File: src/pmsi_pkg.sv
// package of the power status and interrupt block: register map, field layout,
// reset values, state codes and timing counts.
// assumes a 200 MHz core clock and the serial decoder on the same clock.
package pmsi_pkg;

    localparam int          CLK_MHZ           = 200;
    localparam int          STARTUP_DELAY_US  = 15000;
    localparam int          STEP_DELAY_US     = 2000;
    localparam int          STARTUP_CYC       = STARTUP_DELAY_US * CLK_MHZ;
    localparam int          STEP_CYC          = STEP_DELAY_US * CLK_MHZ;
    localparam int          CNT_W             = 22;

    localparam logic [7:0]  ADDR_COMP_CTRL    = 8'h0b;
    localparam logic [7:0]  ADDR_IRQ_ENABLE   = 8'h0c;
    localparam logic [7:0]  ADDR_IRQ_STATUS   = 8'h0d;
    localparam logic [7:0]  ADDR_SLEEP_POL    = 8'h0e;

    localparam int          NUM_SRC           = 5;
    localparam int          NUM_REG           = 4;
    localparam int          SRC_BUCK1         = 0;
    localparam int          SRC_BUCK2         = 1;
    localparam int          SRC_BUCK3         = 2;
    localparam int          SRC_LDO           = 3;
    localparam int          SRC_COMP          = 4;

    localparam int          CODE_W            = 7;
    localparam int          HYST_DBL_BIT      = 7;
    localparam int          POL_BIT           = 0;
    localparam int          LDO_SLEEP_BIT     = 1;

    localparam logic [7:0]  COMP_CTRL_RST     = 8'h19;
    localparam logic [7:0]  IRQ_ENABLE_RST    = 8'h10;
    localparam logic [7:0]  SLEEP_POL_RST     = 8'h00;

    typedef enum logic [1:0] {
        ST_RESET  = 2'b00,
        ST_DELAY  = 2'b01,
        ST_STEP   = 2'b10,
        ST_ACTIVE = 2'b11
    } pmsi_state_t;

    // analog monitors; pg_rise = output above 90 %, pg_fall = output above 85 %
    typedef struct packed {
        logic [NUM_REG-1:0] pg_rise;
        logic [NUM_REG-1:0] pg_fall;
        logic               comp_above;
        logic               overvoltage_lockout;
        logic               thermal_shutdown;
        logic               undervoltage_lockout;
        logic               ext_reset_n;
    } pmsi_pins_t;

    typedef struct packed {
        logic               wr;
        logic               rd;
        logic [7:0]         addr;
        logic [7:0]         wdata;
    } pmsi_req_t;

endpackage

File: src/pmsi_status_irq.sv
// status and interrupt logic of the power management unit: live power-good
// and comparator status, enable mask, interrupt pin, fault reset and start-up.
// assumes register requests come from the serial decoder on clk_i, and that
// the analog monitors and the reset pin are asynchronous to clk_i.
`timescale 1ns/1ps

////////////////////////////////////////////////////////////////////////////////
// Behaviour
// - status bits live, unlatched, unchanged by reads
// - detected condition sets status bit, asserts pin
// - exactly five sources: three bucks, LDO, comparator
// - power-good sets above 90%, clears below 85%
// - status read never releases interrupt pin
// - one enable bit per source, one enables
// - threshold code, 31 mV steps, resets 0x19
// - polarity zero: pin low while comparator above
// - polarity one: pin high while comparator above
// - comparator control bit doubles falling hysteresis
// - overvoltage disables regulators, resets all registers
// - overvoltage release runs power-up then active
// - thermal shutdown resets, restarts with defaults
// - external reset low returns all registers default
// - undervoltage resets registers, then power-up sequence
module pmsi_status_irq
    import pmsi_pkg::*;
#(
    parameter int STARTUP_CYCLES = STARTUP_CYC,
    parameter int STEP_CYCLES    = STEP_CYC
) (
    input  wire logic                  clk_i,
    input  wire logic                  srst_i,
    input  wire logic                  ce_i,
    input  wire pmsi_pins_t            pins_i,
    input  wire pmsi_req_t             req_i,
    output logic       [7:0]           reg_rdata_o,
    output logic                       irq_o,
    output logic       [CODE_W-1:0]    comp_code_o,
    output logic                       comp_hyst_double_o,
    output logic                       ldo_sleep_o,
    output logic       [NUM_REG-1:0]   reg_enable_o,
    output logic                       active_o
);

    localparam int PW = $bits(pmsi_pins_t);
    localparam logic [CNT_W-1:0] STARTUP_LAST = CNT_W'(STARTUP_CYCLES - 1);
    localparam logic [CNT_W-1:0] STEP_LAST    = CNT_W'(STEP_CYCLES - 1);

    ////////////////////////////////////////////////////////////////////////////
    // pin synchronisers
    logic [PW-1:0]        pin_meta;
    logic [PW-1:0]        pin_sync;
    pmsi_pins_t           pins;

    always_ff @(posedge clk_i) begin
        if (srst_i) begin
            pin_meta <= '0;
            pin_sync <= '0;
        end else if (ce_i) begin
            pin_meta <= pins_i;
            pin_sync <= pin_meta;
        end
    end
    assign pins = pmsi_pins_t'(pin_sync);
    // the cleared synchroniser reads as ext_reset_n low, so the registers stay at their
    // defaults for two more edges after srst_i; nothing else notices

    ////////////////////////////////////////////////////////////////////////////
    // fault reset: any of these holds the control registers and the sequencer at their defaults
    wire fault_any = pins.overvoltage_lockout | pins.thermal_shutdown |
                     pins.undervoltage_lockout | ~pins.ext_reset_n;
    // a fault waits for ce_i, so a freeze really holds every flop
    wire clear_all = srst_i | (ce_i & fault_any);

    ////////////////////////////////////////////////////////////////////////////
    // registers
    logic [7:0]           comp_ctrl;
    logic [7:0]           irq_enable;
    logic [7:0]           sleep_pol;
    logic [NUM_SRC-1:0]   status;
    logic [NUM_REG-1:0]   pg_flag;

    wire wr_comp  = req_i.wr && (req_i.addr == ADDR_COMP_CTRL);
    wire wr_en    = req_i.wr && (req_i.addr == ADDR_IRQ_ENABLE);
    wire wr_pol   = req_i.wr && (req_i.addr == ADDR_SLEEP_POL);

    always_ff @(posedge clk_i) begin
        if (clear_all) begin
            comp_ctrl  <= COMP_CTRL_RST;
            irq_enable <= IRQ_ENABLE_RST;
            sleep_pol  <= SLEEP_POL_RST;
        end else if (ce_i) begin
            if (wr_comp)
                comp_ctrl <= req_i.wdata;
            if (wr_en)
                irq_enable <= {3'h0, req_i.wdata[NUM_SRC-1:0]};
            if (wr_pol)
                sleep_pol <= {6'h00, req_i.wdata[1:0]};
        end
    end

    ////////////////////////////////////////////////////////////////////////////
    // live status; hysteresis between the two analog thresholds
    // the flag holds between 85 % and 90 %, so it only moves on a full crossing
    wire [NUM_REG-1:0] next_pg_flag = pins.pg_rise | (pg_flag & pins.pg_fall);

    always_ff @(posedge clk_i) begin
        if (srst_i) begin
            pg_flag <= '0;
            status  <= '0;
        end else if (ce_i) begin
            pg_flag <= next_pg_flag;
            status  <= {pins.comp_above, next_pg_flag};
        end
    end

    ////////////////////////////////////////////////////////////////////////////
    // read port; reads have no side effect on status or pin
    // reg_rdata_o holds the last answer until the next read, so the decoder may take it late
    logic [7:0] rd_mux;
    always_comb begin
        case (req_i.addr)
            ADDR_COMP_CTRL:  rd_mux = comp_ctrl;
            ADDR_IRQ_ENABLE: rd_mux = irq_enable;
            ADDR_IRQ_STATUS: rd_mux = {3'h0, status};
            ADDR_SLEEP_POL:  rd_mux = sleep_pol;
            default:         rd_mux = 8'h00;
        endcase
    end

    always_ff @(posedge clk_i) begin
        if (srst_i)
            reg_rdata_o <= 8'h00;
        else if (ce_i && req_i.rd)
            reg_rdata_o <= rd_mux;
    end

    ////////////////////////////////////////////////////////////////////////////
    // interrupt pin: level only, no latch, so a read cannot release it
    wire irq_any  = |(status & irq_enable[NUM_SRC-1:0]);
    wire polarity = sleep_pol[POL_BIT];
    wire next_irq = polarity ? irq_any : ~irq_any;

    always_ff @(posedge clk_i) begin
        if (srst_i)
            irq_o <= 1'b1;
        else if (ce_i)
            irq_o <= next_irq;
    end

    always_ff @(posedge clk_i) begin
        if (srst_i) begin
            comp_code_o        <= COMP_CTRL_RST[CODE_W-1:0];
            comp_hyst_double_o <= 1'b0;
            ldo_sleep_o        <= 1'b0;
        end else if (ce_i) begin
            comp_code_o        <= comp_ctrl[CODE_W-1:0];
            comp_hyst_double_o <= comp_ctrl[HYST_DBL_BIT];
            ldo_sleep_o        <= sleep_pol[LDO_SLEEP_BIT];
        end
    end

    ////////////////////////////////////////////////////////////////////////////
    // power-up sequencer: delay, then LDO, buck1, buck2, buck3 a step apart
    // one counter serves delay and steps; any fault restarts the whole sequence
    pmsi_state_t          state;
    pmsi_state_t          next_state;
    logic [CNT_W-1:0]     cnt;
    logic [1:0]           stage;

    wire startup_done = (cnt == STARTUP_LAST);
    wire step_done    = (cnt == STEP_LAST);

    always_comb begin
        case (state)
            ST_RESET:  next_state = ST_DELAY;
            ST_DELAY:  next_state = startup_done ? ST_STEP : ST_DELAY;
            ST_STEP:   next_state = (step_done && stage == 2'd3) ? ST_ACTIVE : ST_STEP;
            ST_ACTIVE: next_state = ST_ACTIVE;
            default:   next_state = ST_RESET;
        endcase
    end

    always_ff @(posedge clk_i) begin
        if (clear_all) begin
            state        <= ST_RESET;
            cnt          <= '0;
            stage        <= 2'd0;
            reg_enable_o <= '0;
            active_o     <= 1'b0;
        end else if (ce_i) begin
            state    <= next_state;
            active_o <= (next_state == ST_ACTIVE);
            case (state)
                ST_DELAY: begin
                    cnt <= startup_done ? '0 : cnt + 1'b1;
                    if (startup_done)
                        reg_enable_o[SRC_LDO] <= 1'b1;
                end
                ST_STEP: begin
                    cnt <= step_done ? '0 : cnt + 1'b1;
                    if (step_done && stage != 2'd3) begin
                        stage <= stage + 2'd1;
                        reg_enable_o[stage] <= 1'b1;
                    end
                end
                default: cnt <= '0;
            endcase
        end
    end
endmodule

File: config.mk
export PLATFORM = sky130hd
export DESIGN_NAME = pmsi_status_irq
export DESIGN_NICKNAME = d
export VERILOG_FILES = /design/src/pmsi_pkg.sv /design/src/pmsi_status_irq.sv
export SDC_FILE = /design/constraint.sdc
export NUM_CORES = 1
export LEC_CHECK = 0
export CAP_MARGIN = 10
export CORE_UTILIZATION = 68
export DETAILED_ROUTE_END_ITERATION = 6
export DONT_BUFFER_PORTS = 1
export GPL_TIMING_DRIVEN = 0
export HOLD_SLACK_MARGIN = 0.06
export PLACE_DENSITY = 0.84
export SYNTH_ARGS = -nofsm -noshare
export SYNTH_HDL_FRONTEND = slang
export SYNTH_SLANG_ARGS = --single-unit
File: constraint.sdc
create_clock -name clk_i -period 4.55 [get_ports clk_i]
set_clock_uncertainty 0.1 [all_clocks]
set_input_delay 0.2275 -clock clk_i [delete_from_list [all_inputs] [get_ports clk_i]]
set_output_delay 0.2275 -clock clk_i [all_outputs]
set_load 0.05 [all_outputs]
==> summary.md <==
| Metric | Value |
|---|---|
| Reg clk slew, reported paths | `0.10 ns` |
| Max Cap Viol | `0` |
| First-pass GRT wire length | `15,600 um` |
| Die Footprint | `6520 um2` |
| CP Cell Sequence | `ha_1, and3_1, buf_4, nand4_2, o21ai_0, a21oi_4, buf_6, a21oi_1, mux2i_1` |
| Fin worst setup slack | `2.11 ns` |
| Clk_lat worst skew | `0.36 ns` |
| RR Endpoint | `cnt[20]` |
| CP Launch Type | `flip-flop` |
| Commonest non-fill, non-tap cell in the layout | `dfxtp_1` |
| Post-CTS Setup Inserts | `0` |
| Synth Warn # | `0` |
| Share of cells above drive strength 1 | `8.52%` |
| Die X | `80.8 um` |
| Core Box Area | `5960 um2` |
| FF+latch count, synth | `95` |
| Antenna diode count | `0` |
| Unique masters post-synth | `52` |
| Wire length per cell | `17.6 um` |
| CP Capture Type | `flip-flop` |
| Initial antenna violation count | `0` |
| Residual DRC | `0` |
| WS Path Type | `reg -> reg` |
| Crit path max fanout | `10` |
| Final min period | `2.44 ns` |
| DP HPWL | `6970 um` |
| Most frequent cells in the layout | `dfxtp_1 (95), nor2_1 (67), mux2i_1 (53)` |
| R2R Path Start | `cnt[0]` |
| Pre-CTS WS | `2.16 ns` |
| Final global-route overflow total | `0` |
| Number of synthesized flops with an enable pin | `0` |
| Post-synthesis area per instance | `9.27 um2` |
| WP depth | `9` |
| Ys async rst share | `0%` |
| Routed WL | `9990 um` |
| CTS Buf Count | `9` |
| GP Congestion | `0.970` |
| Vias/cell | `6.19` |
| Overall Global Routing Usage | `32.0%` |
| Post-synthesis sequential area ratio | `45.1%` |
| Pwr per Cell Area | `314 nW/um2` |
| Hold Crit Start | `req_i[16]` |
| Largest net degree at the start of global routing | `19` |
| Mapped cell area | `4220 um2` |
| Peak VDD IR | `0.301 mV` |
| Hold Crit Depth | `3` |
| Fin Setup TNS | `0 ns` |
| Worst-path cell with the longest stage delay | `o21ai_0` |
| First DRT Iteration DRCs | `252` |
| CTS tree | `done` |
| # port buffers | `0` |
| Slew at the pin closest to its max-slew limit | `0.773 ns` |
| Status | `finished clean` |
| H-tree depth | `3` |
| Critical path buffers and inverters | `2` |
| Cell family with most CP delay | `compound AO/OA/AOI/OAI gates` |
| Via count | `3,514` |
| Root buf cell | `clkbuf_8` |
| RSZ-0062 raised after global routing | `false` |
| ANT nets after route | `0` |
| Count of final hold-check violations | `0` |
| Synth-to-Final Area Change | `11.8%` |
| Hold Path Class | `in -> reg` |
| Layout Utilization | `79.2%` |
| R2R setup slack | `2.11 ns` |
| Maximum root-to-sink buffer count | `2` |
| CP peak stage delay | `0.54 ns` |
| WP data arrival | `2.59 ns` |
| Worst Hold Endpoint | `reg_rdata_o[5]` |
| DR pass1 iterations | `5` |
| Dominant synthesized flop cell | `dfxtp_1` |
| Fin crit share | `53.7%` |
| Fin. max-slew vios | `0` |
| IO Pins | `57` |
| Final Setup Violations | `0` |
| Worst-case reg-to-reg path depth | `9` |
| Fmax | `409 MHz` |
| DIE HEIGHT | `80.8 um` |
| Cts repair resizes | `0` |
| Pleak | `1.79 nW` |
| Mapped Nets | `498` |
| Initial Utilization | `70.8%` |
| Number of core rows | `28` |
| Nets | `531` |
| Max-slew headroom | `48.5%` |
| Mapped Cells | `455` |
| Vias in the first global route | `3,315` |
| Clk sinks | `95` |
| Worst EP required | `4.70 ns` |
report_power, final:
part	internal, W	leakage [nW]	switching (W)
Sequential	0.000845	0.770	0.0000148
Combinational	0.0000420	0.931	0.0000528
Clock	0.000210	0.0929	0.000318
Total	0.00110	1.79	0.000386
worst max-delay path by stage:
stage,start,slack [ns],to
floorplan,cnt[0],2.42,cnt[3]
global placement,cnt[0],2.25,cnt[4]
detailed placement,cnt[0],2.16,cnt[3]
CTS,cnt[0],2.12,cnt[3]
global route,cnt[0],1.99,cnt[11]
finish,cnt[0],2.11,cnt[20]
what timing repair did:
action,CTS,global route
hold buffers,22,0
endpoints found under the hold margin,31,0
setup endpoints to repair,0,0
sequential cells by signal (all words and copies together), names as in the netlist, 2 cells and up:
signal / count
status: 5
pin_meta: 13
cnt: 22
irq_enable: 5
reg_rdata_o: 8
reg_enable_o: 4
state: 2
comp_ctrl: 8
sleep_pol: 2
stage: 2
pin_sync: 13
comp_code_o: 7
cell families (layout without fill, tap and decap cells):
kind of cell             after synthesis  in the layout  synth area share, %
AO/OA/AOI/OAI                         83             83                 13.6
XOR/XNOR                               7              7                 1.45
adder cells (fa/ha/maj)                9              9                 2.67
buffers and inverters                 37             75                 4.45
flip-flops                            95             95                 45.1
multiplexers                          53             53                 12.6
AND/OR/NAND/NOR                      171            171                 20.2
through the flow:
stage               cells  cell area (um2)  hold slack (ns)  power [W]
floorplan             455             4220            0.256   0.000935
global route          568             4710           0.0929    0.00153
detailed placement    530             4310            0.269   0.000954
finish                568             4710            0.101    0.00148
CTS                   568             4710           0.0904    0.00148
global placement      530             4310            0.261   0.000951
tightest hold or removal path: stages:
cell and delay, ns:
nand2_1 0.13, nand2_1 0.11, a21oi_1 0.06
layout make-up:
| class | count | area [um2] |
|---|---|---|
| Fill cell | 424 | 1240 |
| Buffer | 27 | 150 |
| Inverter | 10 | 37.5 |
| Multi-Input combinational cell | 323 | 2130 |
| Clock buffer | 9 | 124 |
| Timing Repair Buffer | 22 | 220 |
| Sequential cell | 95 | 1900 |
| Tap cell | 75 | 93.8 |
| Clock inverter | 7 | 58.8 |
cells in the mapped netlist, drive strengths merged, types with 4 or more instances:
cell type  number  area (um2)
xor2            6        52.6
ha              9         113
a21oi          23         126
nor2b          10        62.6
dfxtp          95        1900
a22o            6        52.6
inv             9        33.8
nand4          12        81.3
o21ai          18        97.6
buf            10        75.1
a211o           4        35.0
and3            6        38.8
nand2          35         131
nor3            7        35.0
clkbuf         17        75.1
a22oi           9        67.6
nor2           67         251
a31oi           9        56.3
nand3          14        70.1
a21o            6        52.6
mux2i          53         531
routing by layer:
layer | GRT usage, % | up-vias | wire length [um]
li1 | - | 1675 | -
met3 | 9.89 | 32 | 645
met5 | 0 | - | 0
met1 | 34.2 | 1662 | 3890
met2 | 58.1 | 145 | 5130
met4 | 13.8 | 0 | 317
Note: power is estimated with default switching activity, not from simulation.
